**src/rtl/gpio_params.svh**
```systemverilog
// Register offsets, reset values and bus codes of the port pin block
`ifndef GPIO_PARAMS_SVH
`define GPIO_PARAMS_SVH
`define GPIO_PIN_COUNT      8
`define GPIO_ADDR_W         8
`define GPIO_OFS_OUTPUT     8'h00
`define GPIO_OFS_DIRECTION  8'h04
`define GPIO_OFS_SAMPLE     8'h08
`define GPIO_OFS_CONTROL    8'h0C
`define GPIO_OFS_IRQ_STATUS 8'h10
`define GPIO_OFS_IRQ_CLEAR  8'h14
`define GPIO_OFS_IRQ_ENABLE 8'h18
`define GPIO_CTRL_KILL_BIT  0
`define GPIO_RST_BYTE       8'h00
`define GPIO_RST_BIT        1'b0
`define GPIO_RST_WORD       32'h0000_0000
`define GPIO_RESP_OKAY      2'h0
`define GPIO_RESP_SLVERR    2'h2
`endif

```
**src/rtl/gpio_pkg.sv**
```systemverilog
// Types shared by the port pin block
package gpio_pkg;
  typedef enum logic {
    W_IDLE,
    W_RESP
  } wr_state_t;
  typedef enum logic {
    R_IDLE,
    R_DATA
  } rd_state_t;
endpackage

```
**src/rtl/gpio_reg_if.sv**
```systemverilog
// Register access carrier between the bus slave and the pin core
`timescale 1ns/1ps
interface gpio_reg_if #(
  parameter int ADDR_W = 8
);
  logic              wr_en;
  logic [ADDR_W-1:0] wr_addr;
  logic [31:0]       wr_data;
  logic [3:0]        wr_strb;
  logic              wr_hit;
  logic [ADDR_W-1:0] rd_addr;
  logic [31:0]       rd_data;
  logic              rd_hit;
  modport bus  (output wr_en, wr_addr, wr_data, wr_strb, rd_addr,
                input  wr_hit, rd_data, rd_hit);
  modport core (input  wr_en, wr_addr, wr_data, wr_strb, rd_addr,
                output wr_hit, rd_data, rd_hit);
endinterface

```
**src/rtl/gpio_pin_control.sv**
```systemverilog
// Eight-pin general purpose port with register access and pin sampling
`timescale 1ns/1ps
`include "gpio_params.svh"
module gpio_pin_control #(
  parameter int PINS   = `GPIO_PIN_COUNT,
  parameter int ADDR_W = `GPIO_ADDR_W
) (
  input  wire logic              core_clk_i,
  input  wire logic              sys_rst_i,
  // AXI4-Lite register port
  input  wire logic [ADDR_W-1:0] s_axi_awaddr_i,
  input  wire logic              s_axi_awvalid_i,
  output logic                   s_axi_awready_o,
  input  wire logic [31:0]       s_axi_wdata_i,
  input  wire logic [3:0]        s_axi_wstrb_i,
  input  wire logic              s_axi_wvalid_i,
  output logic                   s_axi_wready_o,
  output logic [1:0]             s_axi_bresp_o,
  output logic                   s_axi_bvalid_o,
  input  wire logic              s_axi_bready_i,
  input  wire logic [ADDR_W-1:0] s_axi_araddr_i,
  input  wire logic              s_axi_arvalid_i,
  output logic                   s_axi_arready_o,
  output logic [31:0]            s_axi_rdata_o,
  output logic [1:0]             s_axi_rresp_o,
  output logic                   s_axi_rvalid_o,
  input  wire logic              s_axi_rready_i,
  // Sleep controller and external interrupt unit
  input  wire logic              sleep_clamp_i,
  input  wire logic [PINS-1:0]   ext_int_enable_i,
  // Pads
  input  wire logic [PINS-1:0]   pad_in_i,
  output logic      [PINS-1:0]   pad_out_o,
  output logic      [PINS-1:0]   pad_oe_o,
  output logic      [PINS-1:0]   pullup_en_o,
  // Interrupt
  output logic                   irq_o
);
  logic [PINS-1:0] pin_output_bit;
  logic [PINS-1:0] pin_direction_bit;
  logic [PINS-1:0] pin_input_sample_bit;
  logic [PINS-1:0] sample_prev;
  logic [PINS-1:0] irq_status;
  logic [PINS-1:0] irq_enable;
  logic            global_pullup_kill;

  logic [PINS-1:0] next_output;
  logic [PINS-1:0] pin_level;
  logic [PINS-1:0] digital_in;
  logic [PINS-1:0] pin_change;

  gpio_reg_if #(.ADDR_W(ADDR_W)) regs ();

  // Bus slave
  gpio_axil_slave #(
    .ADDR_W (ADDR_W)
  ) u_bus (
    .core_clk_i (core_clk_i),
    .sys_rst_i  (sys_rst_i),
    .awaddr_i   (s_axi_awaddr_i),
    .awvalid_i  (s_axi_awvalid_i),
    .awready_o  (s_axi_awready_o),
    .wdata_i    (s_axi_wdata_i),
    .wstrb_i    (s_axi_wstrb_i),
    .wvalid_i   (s_axi_wvalid_i),
    .wready_o   (s_axi_wready_o),
    .bresp_o    (s_axi_bresp_o),
    .bvalid_o   (s_axi_bvalid_o),
    .bready_i   (s_axi_bready_i),
    .araddr_i   (s_axi_araddr_i),
    .arvalid_i  (s_axi_arvalid_i),
    .arready_o  (s_axi_arready_o),
    .rdata_o    (s_axi_rdata_o),
    .rresp_o    (s_axi_rresp_o),
    .rvalid_o   (s_axi_rvalid_o),
    .rready_i   (s_axi_rready_i),
    .regs       (regs)
  );

  // Write address decode; only the low byte lane carries register data
  wire lane0      = regs.wr_strb[0];
  wire wr_output  = regs.wr_en && lane0 && (regs.wr_addr == `GPIO_OFS_OUTPUT);
  wire wr_dir     = regs.wr_en && lane0 && (regs.wr_addr == `GPIO_OFS_DIRECTION);
  wire wr_sample  = regs.wr_en && lane0 && (regs.wr_addr == `GPIO_OFS_SAMPLE);
  wire wr_control = regs.wr_en && lane0 && (regs.wr_addr == `GPIO_OFS_CONTROL);
  wire wr_clear   = regs.wr_en && lane0 && (regs.wr_addr == `GPIO_OFS_IRQ_CLEAR);
  wire wr_enable  = regs.wr_en && lane0 && (regs.wr_addr == `GPIO_OFS_IRQ_ENABLE);
  wire [PINS-1:0] wr_byte = regs.wr_data[PINS-1:0];

  // Any mapped offset answers OKAY, even with the low lane off
  assign regs.wr_hit = (regs.wr_addr == `GPIO_OFS_OUTPUT)
                    || (regs.wr_addr == `GPIO_OFS_DIRECTION)
                    || (regs.wr_addr == `GPIO_OFS_SAMPLE)
                    || (regs.wr_addr == `GPIO_OFS_CONTROL)
                    || (regs.wr_addr == `GPIO_OFS_IRQ_STATUS)
                    || (regs.wr_addr == `GPIO_OFS_IRQ_CLEAR)
                    || (regs.wr_addr == `GPIO_OFS_IRQ_ENABLE);

  // Output bits: plain write, or toggle through the sample address
  assign next_output = wr_output ? wr_byte
                     : wr_sample ? (pin_output_bit ^ wr_byte)
                     : pin_output_bit;

  // Port configuration registers
  always_ff @(posedge core_clk_i) begin
    if (sys_rst_i) begin
      pin_output_bit    <= {PINS{`GPIO_RST_BIT}};
      pin_direction_bit <= {PINS{`GPIO_RST_BIT}};
    end else begin
      pin_output_bit <= next_output;
      if (wr_dir) begin
        pin_direction_bit <= wr_byte;
      end
    end
  end

  // Control register and interrupt enables
  always_ff @(posedge core_clk_i) begin
    if (sys_rst_i) begin
      global_pullup_kill <= `GPIO_RST_BIT;
      irq_enable         <= {PINS{`GPIO_RST_BIT}};
    end else begin
      if (wr_control) begin
        global_pullup_kill <= regs.wr_data[`GPIO_CTRL_KILL_BIT];
      end
      if (wr_enable) begin
        irq_enable <= wr_byte;
      end
    end
  end

  // Pad driver and pull-up per pin
  genvar n;
  generate
    for (n = 0; n < PINS; n++) begin : g_pin
      // Driver follows the direction bit, level the output bit
      assign pad_oe_o[n]    = pin_direction_bit[n];
      assign pad_out_o[n]   = pin_direction_bit[n] & pin_output_bit[n];
      // Pull-up only on inputs with output bit one and no global kill
      assign pullup_en_o[n] = ~pin_direction_bit[n] & pin_output_bit[n]
                            & ~global_pullup_kill;
      // A driven pin sees its own register value from the rising edge on
      assign pin_level[n]   = pin_direction_bit[n] ? pin_output_bit[n]
                                                   : pad_in_i[n];
      // Deep sleep clamp unless the pin serves an enabled external interrupt
      assign digital_in[n]  = pin_level[n]
                            & ~(sleep_clamp_i & ~ext_int_enable_i[n]);
    end
  endgenerate

  // Falling-edge and rising-edge register stage feeding the sample bits
  gpio_pin_sync #(
    .WIDTH (PINS)
  ) u_sync (
    .core_clk_i (core_clk_i),
    .sys_rst_i  (sys_rst_i),
    .level_i    (digital_in),
    .sample_o   (pin_input_sample_bit)
  );

  // Change of a sample bit is the pin event; clamp release on wake counts too
  assign pin_change = pin_input_sample_bit ^ sample_prev;

  // Sticky pin change flags; a new change wins over a clear in the same cycle
  always_ff @(posedge core_clk_i) begin
    if (sys_rst_i) begin
      sample_prev <= {PINS{`GPIO_RST_BIT}};
      irq_status  <= {PINS{`GPIO_RST_BIT}};
    end else begin
      sample_prev <= pin_input_sample_bit;
      irq_status  <= (irq_status & ~(wr_clear ? wr_byte : {PINS{1'b0}}))
                   | pin_change;
    end
  end

  // Level interrupt while an enabled flag is set
  assign irq_o = |(irq_status & irq_enable);

  // Read decode; narrow registers sit in the low bits, upper bits zero
  wire rd_output  = (regs.rd_addr == `GPIO_OFS_OUTPUT);
  wire rd_dir     = (regs.rd_addr == `GPIO_OFS_DIRECTION);
  wire rd_sample  = (regs.rd_addr == `GPIO_OFS_SAMPLE);
  wire rd_control = (regs.rd_addr == `GPIO_OFS_CONTROL);
  wire rd_status  = (regs.rd_addr == `GPIO_OFS_IRQ_STATUS);
  wire rd_clear   = (regs.rd_addr == `GPIO_OFS_IRQ_CLEAR);
  wire rd_enable  = (regs.rd_addr == `GPIO_OFS_IRQ_ENABLE);

  assign regs.rd_hit = rd_output | rd_dir | rd_sample | rd_control
                     | rd_status | rd_clear | rd_enable;

  wire [PINS-1:0] rd_byte =
      ({PINS{rd_output}} & pin_output_bit)
    | ({PINS{rd_dir}}    & pin_direction_bit)
    | ({PINS{rd_sample}} & pin_input_sample_bit)
    | ({PINS{rd_status}} & irq_status)
    | ({PINS{rd_enable}} & irq_enable);

  // Clear register reads as zero
  assign regs.rd_data = {{(32-PINS){1'b0}}, rd_byte}
                      | {31'h0000_0000, rd_control & global_pullup_kill};
endmodule // gpio_pin_control

```
**src/rtl/gpio_pin_sync.sv**
```systemverilog
// Falling-edge plus rising-edge register synchronizer for the pin levels
`timescale 1ns/1ps
module gpio_pin_sync #(
  parameter int WIDTH = 8
) (
  input  wire logic             core_clk_i,
  input  wire logic             sys_rst_i,
  input  wire logic [WIDTH-1:0] level_i,
  output logic      [WIDTH-1:0] sample_o
);
  logic [WIDTH-1:0] held;

  // Captures the level at each falling edge and holds it for a whole clock period
  always_ff @(negedge core_clk_i) begin
    if (sys_rst_i) begin
      held <= '0;
    end else begin
      held <= level_i;
    end
  end

  // Held value loads into the sample bits at the next rising edge
  always_ff @(posedge core_clk_i) begin
    if (sys_rst_i) begin
      sample_o <= '0;
    end else begin
      sample_o <= held;
    end
  end
endmodule // gpio_pin_sync

```
**src/rtl/gpio_axil_slave.sv**
```systemverilog
// AXI4-Lite slave that turns bus cycles into register strobes
`timescale 1ns/1ps
`include "gpio_params.svh"
module gpio_axil_slave #(
  parameter int ADDR_W = 8
) (
  input  wire logic              core_clk_i,
  input  wire logic              sys_rst_i,
  input  wire logic [ADDR_W-1:0] awaddr_i,
  input  wire logic              awvalid_i,
  output logic                   awready_o,
  input  wire logic [31:0]       wdata_i,
  input  wire logic [3:0]        wstrb_i,
  input  wire logic              wvalid_i,
  output logic                   wready_o,
  output logic [1:0]             bresp_o,
  output logic                   bvalid_o,
  input  wire logic              bready_i,
  input  wire logic [ADDR_W-1:0] araddr_i,
  input  wire logic              arvalid_i,
  output logic                   arready_o,
  output logic [31:0]            rdata_o,
  output logic [1:0]             rresp_o,
  output logic                   rvalid_o,
  input  wire logic              rready_i,
  gpio_reg_if.bus                regs
);
  gpio_pkg::wr_state_t wr_state;
  gpio_pkg::rd_state_t rd_state;
  wire wr_take;
  wire rd_take;

  // Address and data are taken together, one write at a time
  assign wr_take       = (wr_state == gpio_pkg::W_IDLE) && awvalid_i && wvalid_i;
  assign awready_o     = wr_take;
  assign wready_o      = wr_take;
  assign regs.wr_en    = wr_take;
  assign regs.wr_addr  = awaddr_i;
  assign regs.wr_data  = wdata_i;
  assign regs.wr_strb  = wstrb_i;
  assign rd_take       = (rd_state == gpio_pkg::R_IDLE) && arvalid_i;
  assign arready_o     = rd_take;
  assign regs.rd_addr  = araddr_i;

  // Write response one cycle after the take, held until accepted
  always_ff @(posedge core_clk_i) begin
    if (sys_rst_i) begin
      wr_state <= gpio_pkg::W_IDLE;
      bvalid_o <= 1'b0;
      bresp_o  <= `GPIO_RESP_OKAY;
    end else if (wr_take) begin
      wr_state <= gpio_pkg::W_RESP;
      bvalid_o <= 1'b1;
      bresp_o  <= regs.wr_hit ? `GPIO_RESP_OKAY : `GPIO_RESP_SLVERR;
    end else if (bvalid_o && bready_i) begin
      wr_state <= gpio_pkg::W_IDLE;
      bvalid_o <= 1'b0;
    end
  end

  // Read data registered at the take, held until accepted
  always_ff @(posedge core_clk_i) begin
    if (sys_rst_i) begin
      rd_state <= gpio_pkg::R_IDLE;
      rvalid_o <= 1'b0;
      rdata_o  <= `GPIO_RST_WORD;
      rresp_o  <= `GPIO_RESP_OKAY;
    end else if (rd_take) begin
      rd_state <= gpio_pkg::R_DATA;
      rvalid_o <= 1'b1;
      rdata_o  <= regs.rd_hit ? regs.rd_data : `GPIO_RST_WORD;
      rresp_o  <= regs.rd_hit ? `GPIO_RESP_OKAY : `GPIO_RESP_SLVERR;
    end else if (rvalid_o && rready_i) begin
      rd_state <= gpio_pkg::R_IDLE;
      rvalid_o <= 1'b0;
    end
  end
endmodule // gpio_axil_slave

```
**config.mk**
```make
export PLATFORM = sky130hd
export DESIGN_NAME = gpio_pin_control
export DESIGN_NICKNAME = d
export VERILOG_FILES = /design/src/rtl/gpio_pkg.sv /design/src/rtl/gpio_reg_if.sv /design/src/rtl/gpio_pin_control.sv /design/src/rtl/gpio_pin_sync.sv /design/src/rtl/gpio_axil_slave.sv
export VERILOG_INCLUDE_DIRS = /design/src /design/src/rtl
export SDC_FILE = /design/constraint.sdc
export NUM_CORES = 1
export LEC_CHECK = 0
export BUFFER_PORTS_ARGS = -buffer_cell sky130_fd_sc_hd__buf_2
export CAP_MARGIN = 10
export CORE_ASPECT_RATIO = 1.5
export CORE_MARGIN = 2
export CORE_UTILIZATION = 45
export CTS_CLUSTER_SIZE = 28
export DETAILED_ROUTE_END_ITERATION = 16
export PLACE_DENSITY = 0.75
export RECOVER_POWER = 100
export SKIP_LAST_GASP = 1
export SYNTH_ARGS = -nofsm -noshare
export SYNTH_HDL_FRONTEND = slang
export SYNTH_SLANG_ARGS = --single-unit
```
**constraint.sdc**
```tcl
create_clock -name core_clk_i -period 4.8 [get_ports core_clk_i]
set_clock_uncertainty 0.05 [all_clocks]
set_input_delay 0.72 -clock core_clk_i [delete_from_list [all_inputs] [get_ports core_clk_i]]
set_output_delay 0.72 -clock core_clk_i [all_outputs]
set_load 0.01 [all_outputs]
```
==> results of run 1 <==
[sequential cells by signal, summed over array words and instances (netlist names)]
signal,count
u_sync.held,8
irq_status,8
u_bus.bvalid_o,1
pin_output_bit,8
pad_oe_o,8
u_bus.rresp_o,1
global_pullup_kill,1
sample_prev,8
u_bus.rvalid_o,1
irq_enable,8
u_bus.rdata_o,8
u_bus.bresp_o,1
u_sync.sample_o,8
[layer usage]
metal	up-vias	global-route usage	part of all wire
met5	-	0	0.0013
met4	2	0.132	0.043
met3	28	0.0445	0.057
met2	122	0.319	0.47
met1	1400	0.262	0.42
li1	1462	-	-
[how the worst max path moves through the flow]
stage	slack [ns]	start	cells after the start	to
floorplan	0.66	sys_rst_i	4	u_sync.held[0]
global placement	0.96	sys_rst_i	2	u_sync.held[0]
detailed placement	0.94	sys_rst_i	2	u_sync.held[1]
CTS	1.33	sys_rst_i	2	u_sync.held[1]
global route	0.67	sys_rst_i	2	u_sync.held[3]
finish	0.84	sys_rst_i	2	u_sync.held[6]
[report_power, final]
part           switching [mW]  leakage (nW)  internal (mW)
combinational          0.0645         0.950         0.0407
clock                   0.244         0.175          0.386
sequential            0.00877         0.561          0.589
[cells in the final DEF (no fill, tap or decap), types with 9 or more instances in the layout]
cell type   n
dfxtp_1    69
buf_2      55
nor2_1     38
clkbuf_1   38
inv_1      28
nand2_1    27
nor2b_1    26
conb_1     26
mux2i_1    22
a21oi_1    18
nor3_1     13
nand2b_1   11
clkbuf_16  10
a211oi_1    9
[cell families after synthesis]
family | after synthesis
buf+inv | 66
mux | 27
compound gates | 55
other cells | 1
flops | 69
simple gates | 159
xor+xnor | 8
[layout make-up]
| cell class | count | area share |
|---|---|---|
| timing repair buffer | 90 | 0.101 |
| clock inverter | 11 | 0.0109 |
| sequential | 69 | 0.343 |
| inverter | 19 | 0.0177 |
| tap | 102 | 0.0316 |
| multi-input combinational | 275 | 0.432 |
| clock buffer | 13 | 0.0648 |
[worst reg2reg max path, cell delays in order, from the launching register on]
cell     delay (ns)
dfxtp_1        0.36
and2_0         0.18
a21oi_1        0.25
nor3_1         0.09
==> results.cfg, run 1 <==
[run_status]
status = finished, violations left
failed_checks = max-capacitance violations, max-slew violations

[job]
maxCapViolations = 3

[clock_network]
clock-sinks = 69
hold_buffers = 0
clkLatencyLatePin_ns = 0.38
cts_root_buf = clkbuf_16
cts_max_level = 3
cts_resized = 0
cts_made_buffers = 9
cts_setup_buffers = 0
cts.clk_slew.worst_paths_ns = 0.05
cts_tree = built
clk_path_buf_depth = 2

[layout]
layoutNonFillerInstCount = 579
finish.instance_area_um2 = 4030
area_growth_pct = 17.4
antenna_cells = 0
ff_latch_area_um2 = 1380
final_layout_size_suffix_gt1_frac = 0.157
utilization = 0.537
final_nets = 548
nFillCells = 717
multi_input_area_um2 = 1740

[placement]
place_congestion = 0.822
pre_cts_slack_ns = 0.935
dpl.hpwl_um = 6070
io_buffers = 88
dpl.cell_count = 556
placed_area_um2 = 3830

[yosys]
ys_ff_latch = 69
synth_top_family_by_area = simple AND/OR/NAND/NOR gates
synth-compound-area-share = 0.120
synth.avg_cell_area_um2 = 8.92
synthDistinctLibCells = 48
synthArstFlopShare = 0
synth_top_area_share = 0.402
syn_inst = 385
synthSimpleGateAreaFrac = 0.256
synth-edff-count = 0
ys_dominant_reg_cell = dfxtp_1
synth_fa_ha_area_frac = 0
synth_largest_area_cell = dfxtp_1
synth.area.top_cells = dfxtp_1 40%, mux2i_1 6.4%, buf_4 5.9%
synth-xor-area-share = 0.0204
ys_seq_area_frac = 0.402
yosys_warnings = 0
synthMuxAreaShare = 0.0936
synth_area_um2 = 3430
synth.most_common_cell = dfxtp_1
synth_commonest_cells = 69 x dfxtp_1, 38 x nor2_1, 27 x buf_4, 27 x nand2_1, 26 x nor2b_1

[min_path]
min-delay-path-class = reg -> reg
worstHoldEndpoint = u_bus.rdata_o[5]
hold_depth = 2
holdCritStartpoint = u_bus.rdata_o[5]

[timing]
rsz0062_at_grt = false
drv_slew = 27
finalSetupViolCount = 0
whs_ns = 0.415
worst_pin_slew_ns = 2.69
slew_headroom = -0.809
fin_ws_ns = 0.837
hold_viol_final = 0
setup-tns-final_ns = 0

[routing]
drcViolationCount = 0
drt_iter0_drc = 256
wl_per_cell_um = 14.5
drt_first_pass_iters = 4
vias = 3014
postRouteAntennaNets = 0
wirelength_um = 8380
vias_per_cell = 5.21

[worst_setup_path]
path_max_fanout = 29
r2r-end = u_sync.held[1]
worst_ep_arrival_time_ns = 1.72
path_class = in -> reg
reg2reg_slack_ns = 1.35
required_ns = 2.56
crit_path_top_delay_cell = clkbuf_1
cp_num_buf_inv = 1
slowest_delay_ns = 0.85
path_cells = clkbuf_1 -> nor3_1
rr_worst_depth = 3
r2r_start = pin_output_bit[1]
start_kind = input pin
critical_path.top_delay_family = buffers and inverters
crit_path_end_kind = flop

[global_route]
grt_pass1_vias = 2784
grt_pass1_wl_um = 13400
track_usage = 0.210
grt_max_degree = 30
antenna_found_initial = 1
gr-total-overflow = 0

[die]
fp.dieArea_um2 = 8360
dieWidth_um = 75.3
ios = 142
rows = 39
initial_utilization = 0.457
die_y_um = 111
coreArea_um2 = 7510

[power_and_ir_drop]
power.total_mw = 1.33
p_per_area_nw_per_um2 = 331
p_leak_nw = 1.69
vdd_drop_max_uv = 177
Power figures use the tool's default switching activity.
==> run 2: changes to the inputs <==
Clock period 4.8 ns to 4.11 ns, I/O delays scaled along.
==> run 2 against run 1 <==
Against the previous run:
- the run still ends with max-capacitance violations, max-slew violations left
- count of clock-buffer cells in the layout decreased by 2
- sequential share of layout area is 0.11 points lower
- first-iteration DRC count shrank 39%
- hold slack worse by 0.0011 ns
- die area stayed put
- largest cell class unchanged
==> results.cfg, run 2 (synthesis results as in run 1) <==
[power_and_ir_drop]
p_per_area_nw_per_um2 = 387
switchingPower_mw = 0.381
p_leak_nw = 1.70
p_comb_frac = 0.079
p_sw_frac = 0.244
internal-power_mw = 1.18
clock_power_share = 0.475
vdd_drop_max_uv = 233
seq_power_share = 0.446
power.total_mw = 1.56

[routing]
drt_iter0_drc = 155
drcViolationCount = 0
postRouteAntennaNets = 0
wirelength_um = 8390
drt_first_pass_iters = 4
wl_per_cell_um = 14.5
vias = 3003
vias_per_cell = 5.18

[layout]
antenna_cells = 0
mostFrequentLayoutCells = 69 x dfxtp_1, 56 x buf_2, 38 x nor2_1
final_nets = 549
area_growth_pct = 17.8
layout_commonest_cell = dfxtp_1
final_layout_size_suffix_gt1_frac = 0.163

[global_route]
grt_max_degree = 30
antenna_found_initial = 0
gr-total-overflow = 0
track_usage = 0.208
grt_pass1_vias = 2819
grt_pass1_wl_um = 13200

[timing]
hold_viol_final = 0
finalSetupViolCount = 0
setup-tns-final_ns = 0
worst_pin_slew_ns = 2.23
drv_slew = 18
min_period_ns = 3.37
slew_headroom = -0.502
rsz0062_at_grt = false
fmax_mhz = 296
min_period_over_period = 0.821

[worst_setup_path]
path_cells = buf_2 -> or4_1 -> nor4_1 -> mux2i_1 -> nor2_1
worst_ep_arrival_time_ns = 3.49
slowest_delay_ns = 1.77
crit_path_end_kind = flop
path_max_fanout = 8
crit_path_top_delay_cell = nor4_1
path_class = in -> reg
required_ns = 4.23
start_kind = input pin

[clock_network]
cts_made_buffers = 9
cts_setup_buffers = 0
cts_root_buf = clkbuf_16
clk_path_buf_depth = 2
clkLatencyLatePin_ns = 0.38
hold_buffers = 0
clock-sinks = 69
cts_tree = built
cts.clk_slew.worst_paths_ns = 0.05
cts_resized = 0
cts_max_level = 3

[run_status]
status = finished, violations left
failed_checks = max-capacitance violations, max-slew violations

[die]
die_y_um = 111
coreArea_um2 = 7510
rows = 39
dieWidth_um = 75.3
ios = 142
fp.dieArea_um2 = 8360
initial_utilization = 0.457

[placement]
place_congestion = 0.838
io_buffers = 88
dpl.hpwl_um = 6000

[min_path]
min-delay-path-class = reg -> reg

[job]
maxCapViolations = 2
[run 2: final cells by class]
| class | instances | area (um2) |
|---|---|---|
| Fill cell | 727 | 3470 |
| Multi-Input combinational cell | 275 | 1750 |
| Sequential cell | 69 | 1380 |
| Timing Repair Buffer | 91 | 412 |
| Clock buffer | 11 | 254 |
| Tap cell | 102 | 128 |
| Inverter | 19 | 71.3 |
| Clock inverter | 13 | 52.6 |
[run 2: worst max-delay path, delay by kind of cell]
kind / cells / cell delay (ns)
buffers and inverters: 1 / 0.09
and+or+nand+nor: 3 / 2.47
muxes: 1 / 0.32
[run 2: power by group through the flow]
stage	registers (mW)	logic [mW]	clock network [mW]
6_report	0.698	0.124	0.743
5_1_grt	0.699	0.140	0.785
4_1_cts	0.697	0.128	0.750
3_5_place_dp	0.711	0.127	0.0135
3_3_place_gp	0.710	0.124	0.0135
2_1_floorplan	0.710	0.0965	0.0135
[run 2: through the flow]
step	cell area (um2)	setup WS, ns	instances	util	hold slack (ns)
4_1_cts	4130	1.09	580	0.550	0.412
6_report	4050	0.735	580	0.538	0.414
3_5_place_dp	3830	0.705	557	0.509	0.400
2_1_floorplan	3530	0.422	410	-	0.419
3_3_place_gp	3830	0.716	557	0.509	0.387
5_1_grt	4050	0.565	580	0.538	0.445
[run 2: metal layers]
metal / GRT usage / routed length, um / vias up
met1: 0.251 / 3490 / 1394
met4: 0.0982 / 262 / 0
met2: 0.329 / 4040 / 130
li1: - / - / 1458
met3: 0.0627 / 595 / 21
met5: 0 / 0 / -
[run 2: final timing paths]
check / startpoint / end / slack, ns / depth (start not counted)
worst min register to register: u_bus.rdata_o[5] / u_bus.rdata_o[5] / 0.41 / 2
worst max register to register: pad_oe_o[3] / u_sync.held[3] / 1.08 / 3
worst max-delay path: s_axi_awaddr_i[0] / irq_enable[0] / 0.74 / 5
worst min-delay path: u_bus.rdata_o[5] / u_bus.rdata_o[5] / 0.41 / 2
==> run 3: changes to the inputs <==
Settings changed: CORE_UTILIZATION 45 to 44, PLACE_DENSITY 0.75 to 0.76.
Clock period 4.11 ns to 2.73 ns, I/O delays scaled along.
==> run 3 against run 2 <==
Against the previous run:
- the flow now finishes without violations
- setup slack got worse by 0.42 ns
- final cell count increased by 1.4%
- utilization increased by 0.15 points
- die area increased by 2.2%
- critical path depth shrank 3
- register-to-register slack got worse by 0.73 ns
- total power rose by 51%
- wire length down 1.6%
- clock power grew 49%
- sequential share of layout area shrank 0.53 points
- cell area up 1.6%
==> results.cfg, run 3 (synthesis results as in run 1) <==
[die]
rows = 39
initial_utilization = 0.451
ios = 142
die_y_um = 112
fp.dieArea_um2 = 8540
coreArea_um2 = 7610
dieWidth_um = 76.1

[placement]
io_buffers = 88
place_congestion = 0.864
dpl.hpwl_um = 6080
dpl.cell_count = 565

[worst_setup_path]
crit_path_top_delay_cell = clkbuf_1
path_cells = clkbuf_1 -> nor3_1
slowest_delay_ns = 0.65
crit_path_end_kind = flop
critPathLaunch = sys_rst_i
cp_num_buf_inv = 1
worst_ep_arrival_time_ns = 1.21
required_ns = 1.53
start_kind = input pin
r2r_start = pin_output_bit[1]
path_class = in -> reg
critical_path.top_delay_family = buffers and inverters
path_max_fanout = 22

[clock_network]
clock-sinks = 69
cts_made_buffers = 9
cts_setup_buffers = 0
clk_path_buf_depth = 2
cts_resized = 0
cts_root_buf = clkbuf_16
hold_buffers = 0
cts_max_level = 3
cts.clk_slew.worst_paths_ns = 0.06
clkLatencyLatePin_ns = 0.38
cts_tree = built

[layout]
layout_commonest_cell = dfxtp_1
area_growth_pct = 19.6
antenna_cells = 0
final_nets = 557
final_layout_size_suffix_gt1_frac = 0.173
layoutNonFillerInstCount = 588
mostFrequentLayoutCells = 69 x dfxtp_1, 55 x buf_2, 41 x clkbuf_1

[run_status]
status = completed

[global_route]
gr-total-overflow = 0
antenna_found_initial = 0
grt_max_degree = 30
use_met3 = 0.0482
grt.busiest_layer = met2
grt_pass1_vias = 2789
grt_pass1_wl_um = 13300
track_usage = 0.198
grt.met1_usage = 0.230
use_met2 = 0.338

[min_path]
holdCritStartpoint = s_axi_bready_i
min-delay-path-class = in -> reg

[timing]
setup-tns-final_ns = 0
worst_pin_slew_ns = 0.997
hold_viol_final = 0
rsz0062_at_grt = false
slew_headroom = 0.336
finalSetupViolCount = 0
drv_slew = 0

[job]
maxCapViolations = 0

[routing]
drt_first_pass_iters = 6
postRouteAntennaNets = 0
drt_iter0_drc = 152
wirelength_um = 8250
wl_per_cell_um = 14.0
vias = 3001
drcViolationCount = 0
vias_per_cell = 5.10

[power_and_ir_drop]
p_per_area_nw_per_um2 = 573
p_leak_nw = 1.73
vdd_drop_max_uv = 340
## run 3: cell type report
cell class / instances / area, um2
clock buffers: 11 / 243
clock inverters: 13 / 67.6
fillers: 729 / 3500
inverters: 19 / 71.3
multi-input cells: 275 / 1760
flip-flops and latches: 69 / 1380
well taps: 102 / 128
repair buffers: 99 / 455
## run 3: final timing paths
kind / cells after the start / to / slack [ns]
worst max-delay path: 2 / u_sync.held[1] / 0.32
worst min-delay path: 3 / u_bus.bvalid_o / 0.29
worst max register to register: 3 / u_sync.held[1] / 0.35
worst min register to register: 2 / u_bus.rdata_o[5] / 0.41
## run 3: metrics by stage
stage / power [mW] / setup WS (ns) / area [um2] / hold WS [ns] / utilization
2_1_floorplan: 1.23 / 0.0362 / 3530 / 0.419 / -
3_3_place_gp: 1.28 / 0.319 / 3890 / 0.387 / 0.511
3_5_place_dp: 1.28 / 0.303 / 3890 / 0.397 / 0.511
4_1_cts: 2.37 / 0.390 / 4200 / 0.283 / 0.551
5_1_grt: 2.45 / 0.189 / 4110 / 0.305 / 0.540
6_report: 2.35 / 0.319 / 4110 / 0.289 / 0.540
## run 3: routing by layer
metal | vias to the layer above | wire [um]
met2 | 126 | 4090
met4 | 0 | 236
met3 | 20 | 542
li1 | 1474 | -
met5 | - | 0
met1 | 1381 | 3380
## run 3: where the power goes
part / internal, mW / total (mW) / switching, mW
Sequential: 1.04 / 1.05 / 0.0151
Clock: 0.691 / 1.11 / 0.423
Combinational: 0.0747 / 0.190 / 0.116
